--- src/design/half_bridge_pkg.sv ---
// Constants, types and register map of the triple half-bridge controller
`default_nettype none
package half_bridge_pkg;
  localparam int unsigned CLOCK_KHZ        = 125000;
  localparam int unsigned WAKE_TIME_MS     = 1;
  localparam int unsigned WAKE_CYCLES      = WAKE_TIME_MS * CLOCK_KHZ;
  localparam int unsigned OCP_DEGLITCH_US  = 5;
  localparam int unsigned OCP_CYCLES       = OCP_DEGLITCH_US * CLOCK_KHZ / 1000;
  localparam logic [7:0]  TEMP_TRIP_C      = 8'h96;
  localparam logic [7:0]  TEMP_RESUME_C    = 8'h82;
  localparam int unsigned CHANNELS         = 3;
  // Avalon word addresses (byte address bits 3:2)
  localparam logic [1:0]  STATUS_ADDR      = 2'h0;
  localparam logic [1:0]  MASK_ADDR        = 2'h1;
  localparam logic [1:0]  LIVE_ADDR        = 2'h2;
  // Event and live-state bit layout
  localparam int unsigned EV_OCP_LSB       = 0;
  localparam int unsigned EV_TEMP          = 3;
  localparam int unsigned EV_SUPPLY_LOW_LOCKOUT          = 4;
  localparam int unsigned EV_READY         = 5;
  localparam int unsigned EV_WIDTH         = 6;
  localparam logic [EV_WIDTH-1:0] MASK_RESET = 6'h00;
  localparam logic [31:0] UNMAPPED_DATA    = 32'h0000_0000;

  typedef struct packed {
    logic [CHANNELS-1:0] enable;
    logic [CHANNELS-1:0] level;
  } bridge_cmd_type;

  typedef enum logic [1:0] {
    ST_SLEEP,
    ST_WAKE,
    ST_RUN
  } power_state_type;
endpackage : half_bridge_pkg
`default_nettype wire

--- src/design/triple_half_bridge_control.sv ---
// Control and protection logic of a three-channel half-bridge driver
//
// The register addresses and the Avalon-MM slave port were left to the implementer.
`default_nettype none
module triple_half_bridge_control #(
  parameter int unsigned WAKE_CYCLES = half_bridge_pkg::WAKE_CYCLES,
  parameter int unsigned OCP_CYCLES  = half_bridge_pkg::OCP_CYCLES
) (
  input  wire logic                         clock,
  input  wire logic                         rst_n,
  input  wire half_bridge_pkg::bridge_cmd_type bridge_cmd,
  input  wire logic                         low_power_request_n,
  input  wire logic                         fault_clear_n,
  input  wire logic [2:0]                   high_side_limit,
  input  wire logic [2:0]                   low_side_limit,
  input  wire logic                         motor_supply_low,
  input  wire logic [7:0]                   die_temp_c,
  output logic [2:0]                        phase_output,
  output logic [2:0]                        phase_output_oe,
  output logic                              charge_pump_run,
  output logic                              error_indicator_n_out,
  output logic                              error_indicator_n_oe,
  output logic                              irq,
  input  wire logic [3:0]                   address,
  input  wire logic                         read,
  input  wire logic                         write,
  input  wire logic [31:0]                  writedata,
  input  wire logic [3:0]                   byteenable,
  output logic [31:0]                       readdata,
  output logic                              waitrequest
);
  localparam int unsigned NCH  = half_bridge_pkg::CHANNELS;
  localparam int unsigned EVW  = half_bridge_pkg::EV_WIDTH;
  localparam int unsigned SW   = 15;
  localparam int unsigned WW   = $clog2(WAKE_CYCLES + 1);
  localparam int unsigned OW   = $clog2(OCP_CYCLES + 1);
  localparam logic [WW-1:0] WAKE_LAST = WW'(WAKE_CYCLES - 1);
  localparam logic [OW-1:0] OCP_LAST  = OW'(OCP_CYCLES - 1);
  // Active-low pins idle high so reset does not look like a request
  localparam logic [SW-1:0] SYNC_INIT = 15'h6000;

  // Reset release through two flops; the block's power-up reset
  logic rst_s1_q;
  logic rst_sync_n;
  always_ff @(posedge clock or negedge rst_n) begin
    if (!rst_n) begin
      rst_s1_q   <= 1'b0;
      rst_sync_n <= 1'b0;
    end else begin
      rst_s1_q   <= 1'b1;
      rst_sync_n <= rst_s1_q;
    end
  end

  // Pin synchronisers: three flops, a change counts once stages agree
  wire  [SW-1:0] pins_raw = {low_power_request_n, fault_clear_n,
                             motor_supply_low, high_side_limit,
                             low_side_limit, bridge_cmd.enable,
                             bridge_cmd.level};
  logic [SW-1:0] s1_q;
  logic [SW-1:0] s2_q;
  logic [SW-1:0] s3_q;
  logic [SW-1:0] filt_q;
  genvar gi;
  generate
    for (gi = 0; gi < SW; gi++) begin : g_sync
      always_ff @(posedge clock or negedge rst_sync_n) begin
        if (!rst_sync_n) begin
          s1_q[gi]   <= SYNC_INIT[gi];
          s2_q[gi]   <= SYNC_INIT[gi];
          s3_q[gi]   <= SYNC_INIT[gi];
          filt_q[gi] <= SYNC_INIT[gi];
        end else begin
          s1_q[gi] <= pins_raw[gi];
          s2_q[gi] <= s1_q[gi];
          s3_q[gi] <= s2_q[gi];
          if (s2_q[gi] == s3_q[gi]) begin
            filt_q[gi] <= s3_q[gi];
          end
        end
      end
    end
  endgenerate

  // Temperature code moves only as a whole word, never bit by bit
  logic [7:0] t1_q;
  logic [7:0] t2_q;
  logic [7:0] t3_q;
  logic [7:0] temp_f;
  always_ff @(posedge clock or negedge rst_sync_n) begin
    if (!rst_sync_n) begin
      t1_q   <= 8'h00;
      t2_q   <= 8'h00;
      t3_q   <= 8'h00;
      temp_f <= 8'h00;
    end else begin
      t1_q <= die_temp_c;
      t2_q <= t1_q;
      t3_q <= t2_q;
      if (t2_q == t3_q) begin
        temp_f <= t3_q;
      end
    end
  end

  wire           sleep_req_f = ~filt_q[14];
  wire           clr_f       = filt_q[13];
  wire           supply_low_lockout_f      = filt_q[12];
  wire [NCH-1:0] limit_f     = filt_q[11:9] | filt_q[8:6];
  wire [NCH-1:0] en_f        = filt_q[5:3];
  wire [NCH-1:0] lvl_f       = filt_q[2:0];

  // Power state
  half_bridge_pkg::power_state_type state_q;
  half_bridge_pkg::power_state_type state_d;
  logic [WW-1:0] wake_cnt_q;
  wire           clearing  = ~clr_f;
  wire           wake_done = wake_cnt_q == WAKE_LAST;
  always_comb begin
    state_d = state_q;
    unique case (state_q)
      half_bridge_pkg::ST_SLEEP: begin
        if (!sleep_req_f) state_d = half_bridge_pkg::ST_WAKE;
      end
      half_bridge_pkg::ST_WAKE: begin
        if (sleep_req_f && !clearing) state_d = half_bridge_pkg::ST_SLEEP;
        else if (wake_done) state_d = half_bridge_pkg::ST_RUN;
      end
      half_bridge_pkg::ST_RUN: begin
        // Sleep is ignored while fault-clear is held low
        if (sleep_req_f && !clearing) state_d = half_bridge_pkg::ST_SLEEP;
      end
    endcase
  end

  wire asleep = state_q == half_bridge_pkg::ST_SLEEP;
  wire run    = state_q == half_bridge_pkg::ST_RUN;
  always_ff @(posedge clock or negedge rst_sync_n) begin
    if (!rst_sync_n) begin
      state_q    <= half_bridge_pkg::ST_WAKE;
      wake_cnt_q <= '0;
    end else begin
      state_q    <= state_d;
      wake_cnt_q <= (state_q == half_bridge_pkg::ST_WAKE && !wake_done) ?
                    wake_cnt_q + WW'(1) : '0;
    end
  end

  // Over-temperature with hysteresis, self-clearing
  logic otemp_q;
  always_ff @(posedge clock or negedge rst_sync_n) begin
    if (!rst_sync_n) begin
      otemp_q <= 1'b0;
    end else if (temp_f > half_bridge_pkg::TEMP_TRIP_C) begin
      otemp_q <= 1'b1;
    end else if (temp_f < half_bridge_pkg::TEMP_RESUME_C) begin
      otemp_q <= 1'b0;
    end
  end

  // Logic reset by sleep, supply loss or fault-clear
  wire logic_reset = asleep | supply_low_lockout_f;
  wire latch_clear = logic_reset | clearing;
  wire global_off  = ~run | clearing | otemp_q | supply_low_lockout_f;

  // Per-channel overcurrent deglitch and latch
  logic [OW-1:0]  ocp_cnt_q [NCH];
  logic [NCH-1:0] ocp_q;
  logic [NCH-1:0] drive_d;
  logic [NCH-1:0] oe_q;
  logic [NCH-1:0] out_q;
  generate
    for (gi = 0; gi < NCH; gi++) begin : g_chan
      wire trip = ocp_cnt_q[gi] == OCP_LAST;
      assign drive_d[gi] = en_f[gi] & ~global_off & ~ocp_q[gi];
      always_ff @(posedge clock or negedge rst_sync_n) begin
        if (!rst_sync_n) begin
          ocp_cnt_q[gi] <= '0;
          ocp_q[gi]     <= 1'b0;
        end else if (latch_clear) begin
          ocp_cnt_q[gi] <= '0;
          ocp_q[gi]     <= 1'b0;
        end else begin
          // Limit must stay active without a break for the full count
          ocp_cnt_q[gi] <= (limit_f[gi] && oe_q[gi] && !trip) ?
                           ocp_cnt_q[gi] + OW'(1) : '0;
          if (trip) ocp_q[gi] <= 1'b1;
        end
      end
    end
  endgenerate

  always_ff @(posedge clock or negedge rst_sync_n) begin
    if (!rst_sync_n) begin
      oe_q  <= '0;
      out_q <= '0;
    end else begin
      oe_q  <= drive_d;
      out_q <= lvl_f & drive_d;
    end
  end

  logic fault_q;
  always_ff @(posedge clock or negedge rst_sync_n) begin
    if (!rst_sync_n) fault_q <= 1'b0;
    else fault_q <= (|ocp_q) | otemp_q | supply_low_lockout_f;
  end

  assign phase_output          = out_q;
  assign phase_output_oe       = oe_q;
  assign charge_pump_run       = ~asleep;
  assign error_indicator_n_out = 1'b0;
  assign error_indicator_n_oe  = fault_q;

  // Events: sticky status, cleared by read, mask gates the interrupt
  logic [NCH-1:0] ocp_prev_q;
  logic           otemp_prev_q;
  logic           supply_low_lockout_prev_q;
  logic           run_prev_q;
  logic [EVW-1:0] status_q;
  logic [EVW-1:0] mask_q;
  logic           ack_q;
  logic [31:0]    rdata_q;
  wire  [EVW-1:0] events = {run & ~run_prev_q, supply_low_lockout_f & ~supply_low_lockout_prev_q,
                            otemp_q & ~otemp_prev_q, ocp_q & ~ocp_prev_q};
  wire  [EVW-1:0] live   = {run, supply_low_lockout_f, otemp_q, ocp_q};
  wire  [1:0]     word   = address[3:2];
  wire            taken  = ack_q & (read | write);
  wire            st_rd  = taken & read & word == half_bridge_pkg::STATUS_ADDR;
  wire            mk_wr  = taken & write & word == half_bridge_pkg::MASK_ADDR
                           & byteenable[0];
  // Only bits that were returned are cleared; a new event wins
  wire  [EVW-1:0] rd_bits = st_rd ? rdata_q[EVW-1:0] : '0;
  wire  [EVW-1:0] status_d = (status_q & ~rd_bits) | events;
  wire  [31:0]    rmux =
      (word == half_bridge_pkg::STATUS_ADDR) ? {26'h0, status_q} :
      (word == half_bridge_pkg::MASK_ADDR)   ? {26'h0, mask_q} :
      (word == half_bridge_pkg::LIVE_ADDR)   ? {26'h0, live} :
      half_bridge_pkg::UNMAPPED_DATA;

  always_ff @(posedge clock or negedge rst_sync_n) begin
    if (!rst_sync_n) begin
      ocp_prev_q   <= '0;
      otemp_prev_q <= 1'b0;
      supply_low_lockout_prev_q  <= 1'b0;
      run_prev_q   <= 1'b0;
      status_q     <= '0;
      mask_q       <= half_bridge_pkg::MASK_RESET;
      ack_q        <= 1'b0;
      rdata_q      <= '0;
    end else begin
      ocp_prev_q   <= ocp_q;
      otemp_prev_q <= otemp_q;
      supply_low_lockout_prev_q  <= supply_low_lockout_f;
      run_prev_q   <= run;
      status_q     <= status_d;
      if (mk_wr) mask_q <= writedata[EVW-1:0];
      ack_q        <= (read | write) & ~ack_q;
      if (!ack_q) rdata_q <= rmux;
    end
  end

  assign readdata    = rdata_q;
  assign waitrequest = (read | write) & ~ack_q;
  assign irq         = |(status_q & mask_q);
endmodule : triple_half_bridge_control
`default_nettype wire

--- config.mk ---
export PLATFORM = sky130hd
export DESIGN_NAME = triple_half_bridge_control
export DESIGN_NICKNAME = d
export VERILOG_FILES = /design/src/design/half_bridge_pkg.sv /design/src/design/triple_half_bridge_control.sv
export SDC_FILE = /design/constraint.sdc
export NUM_CORES = 1
export LEC_CHECK = 0
export ABC_AREA = 1
export BUFFER_PORTS_ARGS = -buffer_cell sky130_fd_sc_hd__buf_2
export CAP_MARGIN = 10
export CORE_ASPECT_RATIO = 1.4
export CORE_UTILIZATION = 60
export DETAILED_ROUTE_END_ITERATION = 10
export PLACE_DENSITY = 0.84
export SLEW_MARGIN = 20
export SYNTH_ARGS = -nofsm -noshare
export SYNTH_HDL_FRONTEND = slang
export SYNTH_SLANG_ARGS = --single-unit
--- constraint.sdc ---
create_clock -name clock -period 8.9 [get_ports clock]
set_input_delay 0.445 -clock clock [delete_from_list [all_inputs] [get_ports clock]]
set_output_delay 0.445 -clock clock [all_outputs]
set_load 0.01 [all_outputs]
## Word level (Yosys, flattened, before mapping)

Cells that the tools add are included.

| operators by class | value |
|---|---|
| $add $sub $neg | 4 |
| order comparisons | 2 |
| equality and inequality tests | 27 |
| muxes and demuxes | 24 |
| bitwise operators | 44 |
| reductions and logical operators | 21 |

Operator list:

| operator | number |
|---|---|
| $mux 10 | 6 |
| $add 10x1->10 const B | 3 |
| $eq 10x10->1 const B | 3 |
| $mux 6 | 4 |
| $add 17x1->17 const B | 1 |
| $eq 17x17->1 const B | 1 |
| $mux 17 | 1 |
| $and 1x1->1 | 16 |
| $eq 1x1->1 | 15 |
| $and 6x6->6 | 2 |
| $not 1->1 | 12 |
| $eq 8x8->1 | 1 |
| $gt 8x8->1 const B | 1 |
| $logic_and 1x1->1 | 8 |
| $lt 8x8->1 const B | 1 |
| $mux 1 | 8 |
| $mux 2 | 4 |
| $or 1x1->1 | 8 |
| $reduce_bool 2->1 | 4 |
| $and 3x3->3 | 2 |
| $not 6->6 | 1 |
| $or 6x6->6 | 1 |
| $pmux 2 s3 | 1 |
| $reduce_or 6->1 | 1 |
| 11 further kinds | 17 |

| word-level totals | value |
|---|---|
| flip-flop bits (word level) | 205 |
| bits of input ports | 67 |
| word-level logic and storage cells | 208 |

## Logic depth before layout (Yosys ltp)

| depth | value |
|---|---|
| depth in word-level cells | 9 |
| depth in mapped cells | 12 |

## Least setup slack after synthesis

OpenSTA, ideal clock, no wires.

| timing | value |
|---|---|
| path kind | flip-flop to flip-flop |
| start point | register state_q[0] |
| end point | register ocp_cnt_q[25] in the netlist's numbering |
| arrival time | 1474 ps |
| setup slack | 7344 ps |
| cell stages (with the launch flop) | 6 |
| path buffers | 0 |
| cells stage by stage | dfstp_2 > inv_1 > ha_1 > nor3_4 > o2111ai_4 > nor3_2 |

| on the way | value |
|---|---|
| cells in the longest elaborated chain, start to end | 4 |

RTL lines:

| item | RTL line | text |
|---|---|---|
| from (decl) | triple_half_bridge_control.sv:114 | `half_bridge_pkg::power_state_type state_q;` |
| from (signal assigned) | triple_half_bridge_control.sv:140 | `state_q <= half_bridge_pkg::ST_WAKE;` |
| from (signal assigned) | triple_half_bridge_control.sv:143 | `state_q <= state_d;` |
| $logic_not 2->1 | triple_half_bridge_control.sv:136 | `wire asleep = state_q == half_bridge_pkg::ST_SLEEP;` |
| $or 1x1->1 | triple_half_bridge_control.sv:162 | `wire logic_reset = asleep \| supply_low_lockout_f;` |
| $or 1x1->1 | triple_half_bridge_control.sv:163 | `wire latch_clear = logic_reset \| clearing;` |
| $mux 10 | triple_half_bridge_control.sv:180 | `end else if (latch_clear) begin` |
| to (signal, indexed assignment) | triple_half_bridge_control.sv:185 | `ocp_cnt_q[gi] <= (limit_f[gi] && oe_q[gi] && !trip) ?` |
| to (decl) | triple_half_bridge_control.sv:167 | `logic [OW-1:0] ocp_cnt_q [NCH];` |

Every way passes these cells.
A chain may end at the register's enable or synchronous reset.

## Worst setup path in the final report

| timing | value |
|---|---|
| start point | register state_q[0] |
| end point | output charge_pump_run |

| on the way | value |
|---|---|
| cells in the longest elaborated chain, start to end | 2 |

RTL lines:

| item | RTL line | text |
|---|---|---|
| $logic_not 2->1 | triple_half_bridge_control.sv:136 |  |
| $not 1->1 | triple_half_bridge_control.sv:211 | `assign charge_pump_run = ~asleep;` |
| to (decl) | triple_half_bridge_control.sv:20 | `output logic charge_pump_run,` |

Every way passes these cells.

==> flow_summary_export.csv <==
group,metric,value,unit
layout,final_cell_mix,"169 x dfrtp_1, 81 x nand2_1, 75 x nor2_1, 65 x inv_1, 51 x buf_2",
grt,antenna_found_initial,0,
clock_network,htreeDepth,4,
layout,stdcell_area,7950,µm²
clock_network,cts-root-buf,"clkbuf_16",
setup_path,slowest_delay,0.56,ns
pwr,ir_drop,147,µV
floorplan,initial_utilization,61.9,%
clock_network,post-cts-setup-buffers,0,
pwr,powerDensity,231,nW/µm²
floorplan,num_rows,46,
yosys,syn_area_per_cell,11.1,µm²
grt,grt_max_degree,73,
pwr,p_leak,3.65,nW
grt,grt_pass1_vias,4404,
detailed_routing,vias_per_cell,5.16,
placement,portBuffers,51,
detailed_routing,route.detailed.drc,0,
layout,diodes,0,
layout,final_common_cell,"dfrtp_1",
detailed_routing,drt_iter0_drc,331,
clock_network,cts-root-to-sink-buffers,2,
timing,clock_skew,0.00627,ns
grt,grt_pass1_wl,20100,µm
timing,drv_slew,0,
hold_path,hold_path_class,"input pin to flop",
setup_path,critPathKind,"flop to output port",
timing,tightest_slew,0.867,ns
timing,rsz0062_at_grt,"no",
detailed_routing,vias,4420,
layout,synthToLayoutAreaGrowth,13.3,%
timing,setup_viol,0,
setup_path,cp-start-kind,"flop",
setup_path,cp-end-kind,"output port",
setup_path,crit_chain,"inv_1 > ha_1 > inv_1 > buf_2",
floorplan,die_w,93.4,µm
placement,place_congestion,0.835,
yosys,yosysWarnings,0,
flow_run,cap_violations,0,
floorplan,io_pins,110,
detailed_routing,drt_first_pass_iters,4,
setup_path,critPathMostFrequentCell,"inv_1",
clock_network,clk_pin_slew,0.07,ns
yosys,seq_area_frac_synth,64.0,%
detailed_routing,wl,12000,µm
timing,fin_tns_setup,0,ns
floorplan,fp.dieH,130,µm
floorplan,coreArea,11300,µm²
grt,overflow,0,
clock_network,cts_buffers,17,
layout,nNetsFinal,777,
timing,period_share,22.2,%
floorplan,die_area,12100,µm²
grt,grtUsageTotal,21.5,%
yosys,synthCells,632,
clock_network,cts_sinks,179,
yosys,syn_area,7020,µm²
detailed_routing,routedWlPerCell,14.0,µm
clock_network,cts_tree,"yes",
placement,dp_hpwl,8110,µm
setup_path,critPathArrivalTime,1.53,ns
timing,relSlewSlack,42.2,%
timing,fin_crit,1.98,ns
yosys,yosys_register_bits,179,
timing,hold_viol_final,0,
timing,hold_ws,0.127,ns
setup_path,required,8.46,ns
timing,max_freq,506,MHz
placement,postPlaceCellArea,7340,µm²
yosys,synthDistinctLibCells,41,
status,status,"completed",
layout,drive_above_1_share,18.5,%
clock_network,clkLatencyLatePin,0.42,ns
setup_path,slowest_stage,"dfstp_2",
setup_path,cp_max_fo,3,
detailed_routing,ant_nets,0,
## power by group
part           internal, mW  total, mW  switching [mW]
logic                0.0641      0.178           0.114
registers             0.882      0.932          0.0498
clock network         0.399      0.728           0.329
total                  1.35       1.84           0.492
## worst max-delay path, delay by kind of cell (launching register included)
kind / cells / cell delay, ns
fa+ha+maj: 1 / 0.24
buf+inv: 3 / 0.31
flops: 1 / 0.56
## cell type report
type / instances / area [µm²]
sequential: 179 / 4490
clock buffer: 17 / 425
tap: 144 / 180
clock inverter: 15 / 169
multi-input combinational: 379 / 2140
timing repair buffer: 54 / 280
fill: 752 / 3390
inverter: 69 / 259
## sequential cells by signal (all words and copies together) (netlist names), 2 cells and up
signal	flops
phase_output_oe	3
ocp_prev_q	3
state_q	2
t1_q	8
wake_cnt_q	17
s1_q	15
t3_q	8
readdata	6
phase_output	3
mask_q	6
s3_q	15
en_f	3
ocp_cnt_q	30
live	3
filt_q	10
status_q	6
t2_q	8
s2_q	15
temp_f	8
## stage by stage
step                      cells  total power [mW]  util (%)  worst slack [ns]
after floorplan             658              1.07         -              3.56
after global placement      824              1.11      64.8              7.16
after detailed placement    824              1.12      64.8              7.10
after CTS                   857              1.85      70.1              6.90
after global routing        857              1.92      70.1              6.85
final                       857              1.84      70.1              6.92
## synth_stat cells (all sizes together)
cell | instances | area share [%]
dfrtp | 170 | 61
a221oi | 1 | 0.12
nand4 | 7 | 0.71
conb | 2 | 0.11
clkbuf | 2 | 0.11
buf | 29 | 3.1
dfstp | 9 | 3.4
nor3 | 23 | 2.7
a31oi | 1 | 0.089
o2bb2ai | 1 | 0.12
ha | 10 | 1.8
o22ai | 6 | 0.54
a21boi | 1 | 0.11
xor2 | 15 | 1.9
clkinv | 1 | 0.053
or2 | 2 | 0.18
o21ai | 24 | 1.7
nand2 | 88 | 5.0
nor2 | 83 | 4.8
nand3 | 35 | 2.5
xnor2 | 12 | 1.5
nor3b | 5 | 0.68
and2 | 1 | 0.089
maj3 | 15 | 2.1
o2111ai | 2 | 0.75
a211oi | 2 | 0.29
o21a | 2 | 0.21
a21oi | 14 | 1.0
inv | 68 | 3.6
a21o | 1 | 0.11
## repair_timing
action | in CTS | in global routing
endpoints found under the setup margin | 0 | 0
gates resized for setup | 0 | 0
hold buffers | 1 | 0
endpoints found under the hold margin | 2 | 0
## path summary, 6_finish.rpt
check                           slack [ns]  depth (start not counted)                 from         endpoint
worst max-delay path                  6.92                          4           state_q[0]  charge_pump_run
worst min-delay path                  0.13                          1  low_power_request_n         s1_q[14]
worst max register to register        7.05                          5           state_q[0]     ocp_cnt_q[7]
worst min register to register        0.32                          0           rst_sync_n          s1_q[3]
max in group asynchronous             7.31                          1           rst_sync_n       state_q[1]
min in group asynchronous             0.32                          0           rst_sync_n          s1_q[3]
## kinds of logic after synthesis
kind of cell	after synthesis	synth area share [%]
AO/OA/AOI/OAI	55	5.05
buffers and inverters	100	6.87
AND/OR/NAND/NOR	244	16.7
flip-flops	179	64.0
other	2	0.107
adder cells (fa/ha/maj)	25	3.92
XOR/XNOR	27	3.37
## routing by layer
metal	wire length (µm)	share of wire (%)	track usage (%)	up-vias
met5	0	0	0	-
met2	6440	54	37.5	93
met3	442	3.7	5.65	22
met4	232	1.9	8.05	0
met1	4890	41	25.6	2198
li1	-	-	-	2107
No activity file was read; power rests on OpenSTA's default activity.
